<file path="config.mk">
export PLATFORM = sky130hd
export DESIGN_NAME = tmis_top
export DESIGN_NICKNAME = d
export VERILOG_FILES = /design/src/pkg/tmis_pkg.sv /design/src/tmis_top.sv
export VERILOG_INCLUDE_DIRS = /design/src /design/src/pkg
export SDC_FILE = /design/constraint.sdc
export NUM_CORES = 1
export LEC_CHECK = 0
export BUFFER_PORTS_ARGS = -buffer_cell sky130_fd_sc_hd__clkbuf_2
export CAP_MARGIN = 20
export CORE_MARGIN = 2
export CORE_UTILIZATION = 25
export CTS_BUF_LIST = sky130_fd_sc_hd__clkbuf_16
export CTS_CLUSTER_SIZE = 16
export DETAILED_ROUTE_END_ITERATION = 8
export GPL_TIMING_DRIVEN = 0
export PLACE_DENSITY = 0.44
export SLEW_MARGIN = 20
export SYNTH_ARGS = -nofsm -noshare
export SYNTH_HDL_FRONTEND = slang
export SYNTH_SLANG_ARGS = --single-unit
</file>
<file path="constraint.sdc">
create_clock -name I_CLK -period 18.8 [get_ports I_CLK]
set_input_delay 4.7 -clock I_CLK [delete_from_list [all_inputs] [get_ports I_CLK]]
set_output_delay 4.7 -clock I_CLK [all_outputs]
set_load 0.03 [all_outputs]
</file>
<file path="src/pkg/tmis_defs.svh">
// Constants, letter codes and timing counts for the tuner mode indicator sequencer
`ifndef TMIS_DEFS_SVH
`define TMIS_DEFS_SVH

`define TMIS_CLK_HZ 10000000
`define TMIS_RELAY_W 15
`define TMIS_ADC_W 10
// Morse time unit
`define TMIS_UNIT_MS 60
`define TMIS_UNIT_CYC ((`TMIS_CLK_HZ / 1000) * `TMIS_UNIT_MS)
// Activity period before sleep
`define TMIS_ACTIVE_S 180
`define TMIS_ACTIVE_CYC (`TMIS_CLK_HZ * `TMIS_ACTIVE_S)
// Long press threshold, 1/3 s, rounded up
`define TMIS_LONG_NUM_S 1
`define TMIS_LONG_DEN 3
`define TMIS_LONG_CYC ((`TMIS_CLK_HZ * `TMIS_LONG_NUM_S + `TMIS_LONG_DEN - 1) / `TMIS_LONG_DEN)
// Search time limit
`define TMIS_SEARCH_S 15
`define TMIS_SEARCH_CYC (`TMIS_CLK_HZ * `TMIS_SEARCH_S)
// Fresh samples awaited after each relay step
`define TMIS_SETTLE_N 2
// Letters: length, then elements MSB first, 1 is a dash
`define TMIS_LTR_P 7'h46
`define TMIS_LTR_V 7'h41
`define TMIS_LTR_T 7'h18
`define TMIS_LTR_S 7'h30
`define TMIS_LTR_E 7'h10
`define TMIS_LTR_Y 7'h4B
`define TMIS_LTR_R 7'h34
`define TMIS_LTR_N 7'h28
`define TMIS_LTR_B 7'h48
`define TMIS_LTR_O 7'h3E
`define TMIS_FAIL_REPS 2'h3

`endif

</file>
<file path="src/pkg/tmis_pkg.sv">
// Types for the tuner mode indicator sequencer
`include "tmis_defs.svh"
package tmis_pkg;

  typedef enum logic [2:0] {ST_OFF, ST_SHOW, ST_MORSE, ST_INIT, ST_SETTLE, ST_EVAL} tmis_state_t;

  typedef enum logic [2:0] {
    FORWARD_POWER_METER_MODE,
    MATCH_SEARCH_MODE,
    SUPPLY_VOLTAGE_METER_MODE,
    NETWORK_BYPASS_MODE,
    LIVE_VSWR_MODE
  } tmis_mode_t;

  typedef enum logic [1:0] {AFT_SHOW, AFT_TUNE, AFT_SLEEP} tmis_after_t;

  typedef struct packed {
    logic [2:0] len;
    logic [3:0] pat;
  } tmis_letter_t;

  typedef struct packed {
    logic [31:0] cnt;
    logic short_ev;
    logic long_ev;
  } tmis_btn_t;

  typedef logic [`TMIS_RELAY_W-1:0] tmis_relay_t;
  typedef logic [`TMIS_ADC_W-1:0] tmis_adc_t;

  typedef struct packed {
    tmis_state_t st;
    tmis_mode_t mode;
    tmis_after_t after;
    tmis_letter_t letter;
    logic [1:0] elem;
    logic lit;
    logic [1:0] reps;
    logic [31:0] unit_cnt;
    logic [31:0] act_cnt;
    logic [31:0] tmo_cnt;
    logic top_s1;
    logic top_s2;
    logic bot_s1;
    logic bot_s2;
    logic [31:0] top_cnt;
    logic [31:0] bot_cnt;
    tmis_adc_t fwd;
    tmis_adc_t refl;
    tmis_adc_t sup;
    tmis_adc_t best_fwd;
    tmis_adc_t best_ref;
    tmis_relay_t best_relay;
    tmis_relay_t prev_relay;
    tmis_relay_t relay;
    logic relay_pulse;
    logic nvm_wr;
    logic woke_pwr;
    logic byp_cnt;
    logic ovl;
    logic [14:0] lfsr;
    logic [1:0] settle;
    logic [2:0] led;
    logic hold;
  } tmis_regs_t;

endpackage

</file>
<file path="src/tmis_top.sv">
// Mode indicator, match search and sleep sequencer of the antenna tuner
`timescale 1ns/1ns
`default_nettype none
`include "tmis_defs.svh"
module tmis_top #(
  parameter int UNIT_CYC = `TMIS_UNIT_CYC,
  parameter int ACTIVE_CYC = `TMIS_ACTIVE_CYC,
  parameter int LONG_CYC = `TMIS_LONG_CYC,
  parameter int SEARCH_CYC = `TMIS_SEARCH_CYC,
  // ADC codes of the power and supply thresholds
  parameter logic [9:0] P_MIN = 10'h020,
  parameter logic [9:0] P_2W = 10'h080,
  parameter logic [9:0] P_4W = 10'h100,
  parameter logic [9:0] P_TUNE_MAX = 10'h180,
  parameter logic [9:0] P_OVL = 10'h1E0,
  parameter logic [9:0] V_8P1 = 10'h200,
  parameter logic [9:0] V_8P7 = 10'h228,
  parameter logic [9:0] V_9P3 = 10'h250,
  parameter logic [9:0] V_9P9 = 10'h278,
  parameter logic [9:0] V_10P5 = 10'h2A0
) (
  // Clock and reset
  input wire logic I_CLK,
  input wire logic I_NRST,
  // Buttons, raw pins, high while pressed
  input wire logic I_BTN_TOP,
  input wire logic I_BTN_BOT,
  // Bridge and supply samples
  input wire logic I_ADC_VALID,
  input wire logic [9:0] I_FWD_ADC,
  input wire logic [9:0] I_REF_ADC,
  input wire logic [9:0] I_SUP_ADC,
  // Non-volatile match store
  input wire logic [14:0] I_NVM_RDATA,
  output logic O_NVM_WR,
  output logic [14:0] O_NVM_WDATA,
  // Relays, LEDs, power hold
  output logic [14:0] O_RELAY,
  output logic O_RELAY_PULSE,
  output logic [2:0] O_LED,
  output logic O_PWR_HOLD
);

  tmis_pkg::tmis_regs_t s_q;
  tmis_pkg::tmis_regs_t s_d;
  tmis_pkg::tmis_btn_t top_b;
  tmis_pkg::tmis_btn_t bot_b;
  logic better;
  logic last;
  logic [1:0] band;

  // Element length in cycles less one
  function automatic logic [31:0] elem_cyc(input tmis_pkg::tmis_letter_t l,
                                           input logic [1:0] idx);
    elem_cyc = l.pat[2'h3 - idx] ? 32'(3 * UNIT_CYC - 1) : 32'(UNIT_CYC - 1);
  endfunction

  // Start a letter on all three LEDs
  function automatic tmis_pkg::tmis_regs_t play(input tmis_pkg::tmis_regs_t s,
      input logic [6:0] code, input logic [1:0] reps, input tmis_pkg::tmis_after_t aft);
    play = s;
    play.st = tmis_pkg::ST_MORSE;
    play.letter = tmis_pkg::tmis_letter_t'(code);
    play.reps = reps;
    play.after = aft;
    play.elem = 2'h0;
    play.lit = 1'b1;
    play.unit_cnt = elem_cyc(tmis_pkg::tmis_letter_t'(code), 2'h0);
    play.led = 3'h7;
  endfunction

  // Press timing: long once at threshold, short on early release
  function automatic tmis_pkg::tmis_btn_t btn(input logic held, input logic [31:0] cnt);
    btn.cnt = cnt;
    btn.short_ev = 1'b0;
    btn.long_ev = 1'b0;
    if (held) begin
      if (cnt != 32'(LONG_CYC)) btn.cnt = cnt + 32'h1;
      btn.long_ev = (cnt == 32'(LONG_CYC - 1));
    end else begin
      btn.short_ev = (cnt != 32'h0) && (cnt < 32'(LONG_CYC - 1));
      btn.cnt = 32'h0;
    end
  endfunction

  // VSWR band from both powers: r^2 = refl/fwd against 1.5, 2.5, 3.5
  function automatic logic [1:0] vswr_band(input logic [9:0] f, input logic [9:0] r);
    logic [16:0] fw;
    logic [16:0] rw;
    fw = {7'h00, f};
    rw = {7'h00, r};
    if (rw * 17'h19 < fw) vswr_band = 2'h0;
    else if (rw * 17'h31 < fw * 17'h09) vswr_band = 2'h1;
    else if (rw * 17'h51 < fw * 17'h19) vswr_band = 2'h2;
    else vswr_band = 2'h3;
  endfunction

  // Measurement shown per mode
  function automatic logic [2:0] disp(input tmis_pkg::tmis_regs_t s);
    logic [2:0] vs;
    vs = 3'h7;
    unique case (vswr_band(s.fwd, s.refl))
      2'h0: vs = 3'h1;
      2'h1: vs = 3'h2;
      2'h2: vs = 3'h4;
      2'h3: vs = 3'h7;
    endcase
    unique case (s.mode)
      tmis_pkg::FORWARD_POWER_METER_MODE: begin
        if (s.fwd < P_MIN) disp = 3'h0;
        else if (s.fwd < P_2W) disp = 3'h1;
        else if (s.fwd < P_4W) disp = 3'h2;
        else if (s.fwd <= P_OVL) disp = 3'h4;
        else disp = 3'h7;
      end
      tmis_pkg::SUPPLY_VOLTAGE_METER_MODE: begin
        if (s.sup < V_8P1) disp = 3'h0;
        else if (s.sup < V_8P7) disp = 3'h1;
        else if (s.sup < V_9P3) disp = 3'h2;
        else if (s.sup < V_9P9) disp = 3'h4;
        else if (s.sup < V_10P5) disp = 3'h6;
        else disp = 3'h7;
      end
      // Bypass meters only with enough drive
      tmis_pkg::NETWORK_BYPASS_MODE: disp = (s.fwd < P_MIN) ? 3'h0 : vs;
      tmis_pkg::MATCH_SEARCH_MODE, tmis_pkg::LIVE_VSWR_MODE: disp = vs;
      default: disp = 3'h0;
    endcase
  endfunction

  assign top_b = btn(s_q.top_s2, s_q.top_cnt);
  assign bot_b = btn(s_q.bot_s2, s_q.bot_cnt);
  assign last = ({1'b0, s_q.elem} == s_q.letter.len - 3'h1);
  assign band = vswr_band(s_q.fwd, s_q.refl);
  // Lower reflected share than the best so far, cross-multiplied
  assign better = (s_q.best_fwd == 10'h000) ||
                  ({10'h000, s_q.refl} * {10'h000, s_q.best_fwd} <
                   {10'h000, s_q.best_ref} * {10'h000, s_q.fwd});

  // Next state of the whole sequencer
  always_comb begin
    s_d = s_q;
    s_d.relay_pulse = 1'b0;
    s_d.nvm_wr = 1'b0;
    // Pins pass two flops before any logic
    s_d.top_s1 = I_BTN_TOP;
    s_d.top_s2 = s_q.top_s1;
    s_d.bot_s1 = I_BTN_BOT;
    s_d.bot_s2 = s_q.bot_s1;
    s_d.top_cnt = top_b.cnt;
    s_d.bot_cnt = bot_b.cnt;
    // Free-running, so press timing seeds the search path
    s_d.lfsr = {s_q.lfsr[13:0], ~(s_q.lfsr[14] ^ s_q.lfsr[13])};
    if (I_ADC_VALID) begin
      s_d.fwd = I_FWD_ADC;
      s_d.refl = I_REF_ADC;
      s_d.sup = I_SUP_ADC;
    end
    if (s_q.act_cnt != 32'h0) s_d.act_cnt = s_q.act_cnt - 32'h1;
    if (s_q.tmo_cnt != 32'h0) s_d.tmo_cnt = s_q.tmo_cnt - 32'h1;
    if (s_q.fwd <= P_OVL) s_d.ovl = 1'b0;
    unique case (s_q.st)
      // Asleep: only the top button wakes
      tmis_pkg::ST_OFF: begin
        s_d.led = 3'h0;
        s_d.hold = 1'b0;
        s_d.byp_cnt = 1'b0;
        if (top_b.long_ev) begin
          s_d.hold = 1'b1;
          s_d.woke_pwr = 1'b0;
          s_d.mode = tmis_pkg::MATCH_SEARCH_MODE;
          s_d.act_cnt = 32'(ACTIVE_CYC - 1);
          s_d = play(s_d, `TMIS_LTR_T, 2'h0, tmis_pkg::AFT_TUNE);
        end else if (top_b.short_ev) begin
          s_d.hold = 1'b1;
          s_d.woke_pwr = 1'b1;
          s_d.mode = tmis_pkg::FORWARD_POWER_METER_MODE;
          s_d.act_cnt = 32'(ACTIVE_CYC - 1);
          s_d = play(s_d, `TMIS_LTR_P, 2'h0, tmis_pkg::AFT_SHOW);
        end
      end
      // Measurement display and button handling
      tmis_pkg::ST_SHOW: begin
        s_d.led = disp(s_q);
        if (s_q.act_cnt == 32'h0) begin
          s_d = play(s_d, `TMIS_LTR_O, 2'h0, tmis_pkg::AFT_SLEEP);
        end else if (top_b.long_ev) begin
          s_d.mode = tmis_pkg::MATCH_SEARCH_MODE;
          s_d.byp_cnt = 1'b0;
          s_d.act_cnt = 32'(ACTIVE_CYC - 1);
          s_d = play(s_d, `TMIS_LTR_T, 2'h0, tmis_pkg::AFT_TUNE);
        end else if (top_b.short_ev) begin
          s_d.mode = tmis_pkg::FORWARD_POWER_METER_MODE;
          s_d.act_cnt = 32'(ACTIVE_CYC - 1);
          s_d = play(s_d, `TMIS_LTR_P, 2'h0, tmis_pkg::AFT_SHOW);
        end else if (bot_b.long_ev && !s_q.byp_cnt) begin
          s_d.byp_cnt = 1'b1;
          s_d.prev_relay = s_q.relay;
          s_d.relay = '0;
          s_d.relay_pulse = 1'b1;
          s_d.mode = tmis_pkg::NETWORK_BYPASS_MODE;
          s_d.act_cnt = 32'(ACTIVE_CYC - 1);
          s_d = play(s_d, `TMIS_LTR_Y, 2'h0, tmis_pkg::AFT_SHOW);
        end else if (bot_b.long_ev) begin
          // Second bypass press: stored match after a power wake
          s_d.byp_cnt = 1'b0;
          s_d.relay = s_q.woke_pwr ? I_NVM_RDATA : s_q.prev_relay;
          s_d.relay_pulse = 1'b1;
          s_d.mode = tmis_pkg::LIVE_VSWR_MODE;
          s_d.act_cnt = 32'(ACTIVE_CYC - 1);
          s_d = play(s_d, `TMIS_LTR_R, 2'h0, tmis_pkg::AFT_SHOW);
        end else if (bot_b.short_ev &&
                     (s_q.mode == tmis_pkg::FORWARD_POWER_METER_MODE ||
                      s_q.mode == tmis_pkg::SUPPLY_VOLTAGE_METER_MODE)) begin
          s_d.mode = tmis_pkg::SUPPLY_VOLTAGE_METER_MODE;
          s_d.act_cnt = 32'(ACTIVE_CYC - 1);
          s_d = play(s_d, `TMIS_LTR_B, 2'h0, tmis_pkg::AFT_SHOW);
        end else if (s_q.mode == tmis_pkg::FORWARD_POWER_METER_MODE &&
                     s_q.fwd > P_OVL && !s_q.ovl) begin
          // Flag stops a repeat until power drops again
          s_d.ovl = 1'b1;
          s_d = play(s_d, `TMIS_LTR_V, 2'h0, tmis_pkg::AFT_SHOW);
        end
      end
      // Letter player; presses meanwhile are dropped
      tmis_pkg::ST_MORSE: begin
        if (s_q.unit_cnt != 32'h0) begin
          s_d.unit_cnt = s_q.unit_cnt - 32'h1;
        end else if (s_q.lit) begin
          s_d.lit = 1'b0;
          s_d.unit_cnt = last ? 32'(3 * UNIT_CYC - 1) : 32'(UNIT_CYC - 1);
        end else if (!last) begin
          s_d.elem = s_q.elem + 2'h1;
          s_d.lit = 1'b1;
          s_d.unit_cnt = elem_cyc(s_q.letter, s_q.elem + 2'h1);
        end else if (s_q.reps != 2'h0) begin
          s_d.reps = s_q.reps - 2'h1;
          s_d.elem = 2'h0;
          s_d.lit = 1'b1;
          s_d.unit_cnt = elem_cyc(s_q.letter, 2'h0);
        end else begin
          unique case (s_q.after)
            tmis_pkg::AFT_SHOW: s_d.st = tmis_pkg::ST_SHOW;
            tmis_pkg::AFT_SLEEP: begin
              s_d.st = tmis_pkg::ST_OFF;
              s_d.hold = 1'b0;
            end
            tmis_pkg::AFT_TUNE: begin
              if (s_q.fwd > P_TUNE_MAX)
                s_d = play(s_d, `TMIS_LTR_V, 2'h0, tmis_pkg::AFT_SHOW);
              else if (s_q.fwd < P_MIN)
                s_d = play(s_d, `TMIS_LTR_N, 2'h0, tmis_pkg::AFT_SHOW);
              else if (band == 2'h0)
                s_d = play(s_d, `TMIS_LTR_S, 2'h0, tmis_pkg::AFT_SHOW);
              else
                s_d.st = tmis_pkg::ST_INIT;
            end
            default: s_d.st = tmis_pkg::ST_SHOW;
          endcase
        end
        s_d.led = {3{s_d.lit}};
      end
      // Known relay state before searching
      tmis_pkg::ST_INIT: begin
        s_d.relay = '0;
        s_d.relay_pulse = 1'b1;
        s_d.best_relay = '0;
        s_d.best_fwd = 10'h000;
        s_d.best_ref = 10'h000;
        s_d.tmo_cnt = 32'(SEARCH_CYC - 1);
        s_d.settle = 2'(`TMIS_SETTLE_N);
        s_d.st = tmis_pkg::ST_SETTLE;
      end
      // Wait for fresh samples with RF on the new relays
      tmis_pkg::ST_SETTLE: begin
        s_d.led = 3'h0;
        if (I_ADC_VALID) begin
          if (s_q.settle == 2'h1) s_d.st = tmis_pkg::ST_EVAL;
          else s_d.settle = s_q.settle - 2'h1;
        end
      end
      // Greedy step: keep improvements, try one random relay flip
      tmis_pkg::ST_EVAL: begin
        if (better) begin
          s_d.best_relay = s_q.relay;
          s_d.best_fwd = s_q.fwd;
          s_d.best_ref = s_q.refl;
        end
        if (s_q.fwd < P_MIN) begin
          s_d.relay = better ? s_q.relay : s_q.best_relay;
          s_d.relay_pulse = 1'b1;
          s_d = play(s_d, `TMIS_LTR_N, 2'h0, tmis_pkg::AFT_SHOW);
        end else if (band == 2'h0) begin
          s_d.best_relay = s_q.relay;
          s_d.nvm_wr = 1'b1;
          s_d = play(s_d, `TMIS_LTR_S, 2'h0, tmis_pkg::AFT_SHOW);
        end else if (s_q.tmo_cnt == 32'h0) begin
          s_d.relay = better ? s_q.relay : s_q.best_relay;
          s_d.relay_pulse = 1'b1;
          s_d = play(s_d, `TMIS_LTR_E, `TMIS_FAIL_REPS, tmis_pkg::AFT_SHOW);
        end else begin
          s_d.relay = (better ? s_q.relay : s_q.best_relay) ^
                      (15'h0001 << ((s_q.lfsr[3:0] == 4'hF) ? 4'h0 : s_q.lfsr[3:0]));
          s_d.relay_pulse = 1'b1;
          s_d.settle = 2'(`TMIS_SETTLE_N);
          s_d.st = tmis_pkg::ST_SETTLE;
        end
      end
      default: s_d.st = tmis_pkg::ST_OFF;
    endcase
  end

  // State register; relays stay latched through sleep
  always_ff @(posedge I_CLK) begin
    if (!I_NRST) s_q <= '0;
    else s_q <= s_d;
  end

  // Outputs straight from flops
  assign O_LED = s_q.led;
  assign O_RELAY = s_q.relay;
  assign O_RELAY_PULSE = s_q.relay_pulse;
  assign O_NVM_WR = s_q.nvm_wr;
  assign O_NVM_WDATA = s_q.best_relay;
  assign O_PWR_HOLD = s_q.hold;

endmodule
`default_nettype wire

</file>
==> qor.yml, run 1 <==
logic_synthesis:
  synth_area_leader_cell: "dfxtp_1"
  synthesis.area_sq_mm: 0.0257
  synth-main-ff-cell: "dfxtp_1"
  ys_seq_elements: 302
  synth_top_area_share_pct: 23.5
  yosysSeqAreaShare_pct: 23.5
  yosys_warnings: 0
  avgSynthCellArea_sq_um: 8.51
  synth_area_leaders: "dfxtp_1, ha_1, fa_1, nand2_1, xnor2_1"
  ys_async_sr_fraction_pct: 0
  ys_types: 80
  syn_inst: 3019
  synth-edff-count: 0
  synth_nets: 3531
timing:
  slew_viol_final: 0
  fin_setup_tns_ns: 0
  max_freq_mhz: 107
  slew_headroom_pct: 31.6
  whs_ns: 0.425
  finalCritPeriodShare_pct: 49.7
  setup_viol: 0
  fin_crit_ns: 9.34
  rsz0062_at_grt: "false"
  layout_setup_ws_ns: 9.46
  clock-skew-final_ns: 0.0247
  tightest_slew_ns: 1.03
  final-hold-violation-count: 0
setup_path:
  arrival_ns: 9.79
  max_stage_delay_ns: 0.87
  crit_required_ns: 19.25
  crit_path_max_fanout: 10
  path_class: "register to register"
  cp-end-kind: "register"
  slowest_stage: "dfxtp_1"
  crit_top_cell: "fa_1"
  cp-start-kind: "register"
cells_and_area:
  nFillCells: 11100
  utilization_pct: 28.5
  finalNetCount: 3650
  drive_gt1_share_pct: 7.01
  area_growth_pct: 13.1
  mostFrequentLayoutCell: "ha_1"
  mostFrequentLayoutCells: "ha_1, dfxtp_1, nand2_1"
detailed_routing:
  initialDrtViolationCount: 1160
  drc_errors: 0
  ant_nets: 0
  dr.pass1.iters: 5
  drt-total-wl_mm: 74.7
  route.vias.total: 21200
  wl_per_cell_microns: 16.5
  viasPerCell: 4.67
global_routing:
  grt_max_degree: 14
  top_usage_layer: "met2"
  antenna_found_initial: 3
  grt.met3_usage_pct: 1.63
  grt_pass1_vias: 21100
  grt_pass1_wl_mm: 120
  use_met2_pct: 22.2
  grt-ovfl-total: 0
  grt_usage_pct: 14.1
  met1_usage_pct: 20.9
clock_tree:
  cts_setup_buffers: 0
  hold_buffers: 0
  htreeDepth: 2
  cts_sinks: 302
  ctsResizeCount: 0
  cts_root_buffer: "clkbuf_16"
  clock_latency_ns: 0.56
  cts_buffers: 36
  clk_pin_slew_ns: 0.06
  cts_tree: "built"
  ctsLongestPathBuffers: 3
placed_design:
  io_buffers: 81
  dpl.hpwl_mm: 57.5
  gp_congestion: 0.804
  pre_cts_slack_ns: 9.38
floorplanning:
  die_w_microns: 325
  coreArea_sq_mm: 0.102
  initial_core_util_pct: 25.2
  boundaryPins: 86
  die_y_microns: 325
  dieArea_sq_mm: 0.105
  row_count: 117
run:
  maxCapViolCount: 0
pwr:
  p_leak_nw: 13.1
  power_density_mw_per_mm2: 74.8
  ir_drop_v: 0.0000509
run_status:
  status: "complete, no violations"
min_path:
  hold_class: "register to register"
## state kept, by name (all words and copies together), names as in the netlist
| signal | count |
|---|---|
| s_q | 266 |
| O_NVM_WDATA | 15 |
| O_RELAY | 15 |
| O_LED | 3 |
| O_NVM_WR | 1 |
| O_PWR_HOLD | 1 |
| O_RELAY_PULSE | 1 |
## power breakdown
group	switching, W	leakage (nW)	total, W	internal, W
Combinational	0.000375	10.0	0.000650	0.000274
Clock	0.000309	0.602	0.000746	0.000437
Sequential	0.0000724	2.45	0.000778	0.000705
## through the flow
step	total power (W)	instances	area (sq um)
2_1_floorplan	0.00127	3019	25700
3_3_place_gp	0.00144	4468	27800
3_5_place_dp	0.00144	4468	27800
4_1_cts	0.00220	4533	29000
5_1_grt	0.00233	4533	29000
6_report	0.00217	4534	29100
## layer usage
metal,part of all wire (%),vias up
li1,-,10600
met1,52,10200
met5,0,-
met4,1.0,0
met2,44,293
met3,3.3,54
## worst max-delay path: cells and delay by family (launching register included)
kind            cells  cell delay (ns)
simple gates        1             0.15
buf+inv             6             2.10
xor+xnor            2             0.26
mux                 1             0.31
compound gates     11             2.44
fa+ha+maj           7             3.10
flops               1             0.87
## synth_stat cells, types with 5 or more instances
cell type  instances
o31ai_1           12
or2_2             23
nand3b_1          11
a22o_1            50
a311oi_1           9
o41ai_1            6
a41oi_1            5
nand2b_1          21
o21bai_1           6
a31oi_1           24
or3_1             40
a211oi_1          18
a221oi_1           9
nor3_1            71
a211o_1            8
xor2_1            74
nor2_1           258
o211ai_1           8
xnor2_1          113
or4_1             30
and3_1            25
nand3_1           58
inv_1            246
nor4b_1            6
a21o_1            26
nor4_1            39
fa_1             143
dfxtp_1          302
o21ai_0          102
a21oi_1          179
and2_1           128
buf_1              6
nand2_1          271
nor2b_1           22
o21a_1            30
o2bb2ai_1         16
o22ai_1            8
nand4_1           21
ha_1             319
a21boi_0           6
mux2i_1           65
clkbuf_1         111
buf_4             34
## cell type report
cell class                      instances  area, sq um  area share, %
Inverter                              247          927           3.19
Clock buffer                           36          901           3.10
Multi-Input combinational cell       2315        18000           61.9
Antenna cell                            1         2.50        0.00861
Timing Repair Buffer                   81          405           1.40
Clock inverter                         29          333           1.15
Sequential cell                       302         6050           20.8
Buffer                                155          733           2.52
Tap cell                             1368         1710           5.89
## worst paths after layout
kind / startpoint / to / slack (ns) / cells past startpoint
hold / removal: s_q[17] / s_q[18] / 0.42 / 1
hold reg to reg: s_q[17] / s_q[18] / 0.42 / 1
setup reg to reg: s_q[108] / O_RELAY[4] / 9.46 / 28
setup / recovery: s_q[108] / O_RELAY[4] / 9.46 / 28
## kinds of logic (layout without fill, tap and decap cells)
kind of cell | after synthesis | in the layout | share of synthesized area (%)
xor gates and xnor gates | 187 | 187 | 6.38
adders and majority gates | 463 | 463 | 26.7
buffers and inverters | 402 | 548 | 6.46
AOI/OAI and AO/OA | 551 | 551 | 13.9
and+or+nand+nor | 1048 | 1048 | 20.3
muxes | 66 | 66 | 2.62
DFF | 302 | 302 | 23.5
other | 0 | 1 | 0
(Power assumes the default switching activity.)
==> run 2, diff against run 1 <==
--- a/config.mk
+++ b/config.mk
@@ -14,7 +14,7 @@
 export CTS_CLUSTER_SIZE = 16
 export DETAILED_ROUTE_END_ITERATION = 8
 export GPL_TIMING_DRIVEN = 0
-export PLACE_DENSITY = 0.44
+export PLACE_DENSITY = 0.45
 export SLEW_MARGIN = 20
 export SYNTH_ARGS = -nofsm -noshare
 export SYNTH_HDL_FRONTEND = slang
==> constraint.sdc (replaced) <==
create_clock -name I_CLK -period 8.15 [get_ports I_CLK]
set_input_delay 2.0375 -clock I_CLK [delete_from_list [all_inputs] [get_ports I_CLK]]
set_output_delay 2.0375 -clock I_CLK [all_outputs]
set_load 0.03 [all_outputs]
==> run 2 against run 1 <==
Compared with the run above: final cell count up 0.13%; clock skew up 0.0016 ns; worst setup slack worse by 9.1 ns; total power up 120%.
==> qor.yml, run 2 (synthesis results as in run 1) <==
timing:
  finalCritPeriodShare_pct: 95.2
  setup_viol: 0
  fin_crit_ns: 7.76
  slew_headroom_pct: 22.0
  clock-skew-final_ns: 0.0263
  rsz0062_at_grt: "false"
  max_freq_mhz: 129
  fin_setup_tns_ns: 0
  slew_viol_final: 0
  tightest_slew_ns: 1.17
  whs_ns: 0.423
  final-hold-violation-count: 0
setup_path:
  crit_required_ns: 8.65
  cp-start-kind: "register"
  arrival_ns: 8.26
  ff2ff_path_depth: 27
  crit_path_max_fanout: 10
  cp-end-kind: "register"
  path_class: "register to register"
cells_and_area:
  multi_input_area_sq_mm: 0.0181
  register_area_sq_mm: 0.00608
  mostFrequentLayoutCells: "ha_1, dfxtp_1, nand2_1"
  largest_register_ff_count: 266
  stdcell_count: 4540
  finalNetCount: 3654
  regMostFlops: "s_q"
  mostFrequentLayoutCell: "ha_1"
  postLayoutCellArea_sq_mm: 0.0292
  area_growth_pct: 13.5
  drive_gt1_share_pct: 8.77
  nFillCells: 11100
floorplanning:
  coreArea_sq_mm: 0.102
  die_y_microns: 325
  initial_core_util_pct: 25.2
  boundaryPins: 86
  die_w_microns: 325
  row_count: 117
  dieArea_sq_mm: 0.105
global_routing:
  grt-ovfl-total: 0
  grt_pass1_vias: 21100
  grt_max_degree: 13
  grt_usage_pct: 14.2
  grt_pass1_wl_mm: 121
  antenna_found_initial: 3
clock_tree:
  cts_buffers: 36
  clock_latency_ns: 0.58
  hold_buffers: 0
  clk_pin_slew_ns: 0.07
  ctsLongestPathBuffers: 3
  cts_sinks: 302
  cts_root_buffer: "clkbuf_16"
  htreeDepth: 2
  cts_tree: "built"
run:
  maxCapViolCount: 0
placed_design:
  dpl_cell_area_sq_mm: 0.0278
  place_inst: 4468
  dpl.hpwl_mm: 57.1
  io_buffers: 81
  gp_congestion: 0.819
detailed_routing:
  ant_nets: 0
  dr.pass1.iters: 5
  initialDrtViolationCount: 1178
  route.vias.total: 21300
  drc_errors: 0
  viasPerCell: 4.69
  drt-total-wl_mm: 75.8
  wl_per_cell_microns: 16.7
pwr:
  p_total_w: 0.00489
  power_density_mw_per_mm2: 168
  ir_drop_v: 0.000121
  p_leak_nw: 13.2
min_path:
  hold_class: "register to register"
  whs_path_depth: 1
run_status:
  status: "complete, no violations"
==> run 2: cell types whose count changed in the layout (fill, tap and decap cells not counted), sizes merged <==
cell / before / now
bufinv: 6 / 2
buf: 44 / 51
inv: 252 / 257
clkinvlp: 6 / 1
clkinv: 12 / 15
diode: 1 / 3
clkbuf: 228 / 225
o21a: 30 / 31
==> run 2: report_power, final <==
part           internal (W)  total [W]  switching (W)
Combinational      0.000636    0.00149       0.000859
Clock              0.000893    0.00160       0.000704
Sequential          0.00163    0.00180       0.000168
Total               0.00316    0.00489        0.00173
==> run 2: metrics by stage <==
step                util [%]  setup WS [ns]
global route            28.6        0.00926
finish                  28.6          0.389
CTS                     28.5        0.00313
global placement        27.3          -1.24
detailed placement      27.3          -1.22
floorplan                  -          0.718
==> run 2: repair_timing <==
| action | 4_1_cts | 5_1_grt |
|---|---|---|
| resized for setup | 41 | 63 |
| cloned | 0 | 1 |
| pin swaps | 0 | 1 |
| setup buffers | 0 | 4 |
| setup endpoints to repair | 83 | 77 |
==> run 2: cell type report <==
cell class	count	area share (%)
antenna	3	0.0257
buffer	154	2.70
clock buffer	37	3.18
clock inverter	28	0.682
inverter	247	3.18
multi-input combinational	2316	62.0
sequential	302	20.9
tap	1368	5.87
timing repair buffer	85	1.49
==> run 2: critical path, cell delays in order (launching register included) <==
cell,delay (ns)
dfxtp_2,0.41
clkbuf_2,0.28
and2_1,0.22
fa_1,0.53
inv_1,0.05
fa_1,0.48
inv_1,0.06
fa_1,0.50
fa_1,0.56
inv_1,0.06
fa_1,0.53
inv_1,0.04
ha_1,0.22
a21o_1,0.16
a21o_1,0.18
a21oi_1,0.22
o21ai_0,0.22
a2111oi_0,0.43
o21bai_1,0.13
a21oi_1,0.18
xnor2_1,0.13
ha_1,0.34
o2111ai_2,0.26
o21a_4,0.37
or3_1,0.37
a21oi_4,0.30
clkbuf_4,0.29
a22o_1,0.14
==> run 2: final timing paths <==
check,start,endpoint,slack (ns)
setup reg to reg,s_q[104],O_NVM_WDATA[7],0.39
hold reg to reg,s_q[16],s_q[17],0.42
setup / recovery,s_q[104],O_NVM_WDATA[7],0.39
hold / removal,s_q[16],s_q[17],0.42
==> run 2: metal layers <==
metal / vias up / wire length [microns] / global-route usage, %
met5: - / 0 / 0
li1: 10600 / - / -
met3: 83 / 2680 / 1.63
met2: 331 / 34100 / 22.7
met1: 10300 / 37800 / 20.5
met4: 0 / 1180 / 2.89
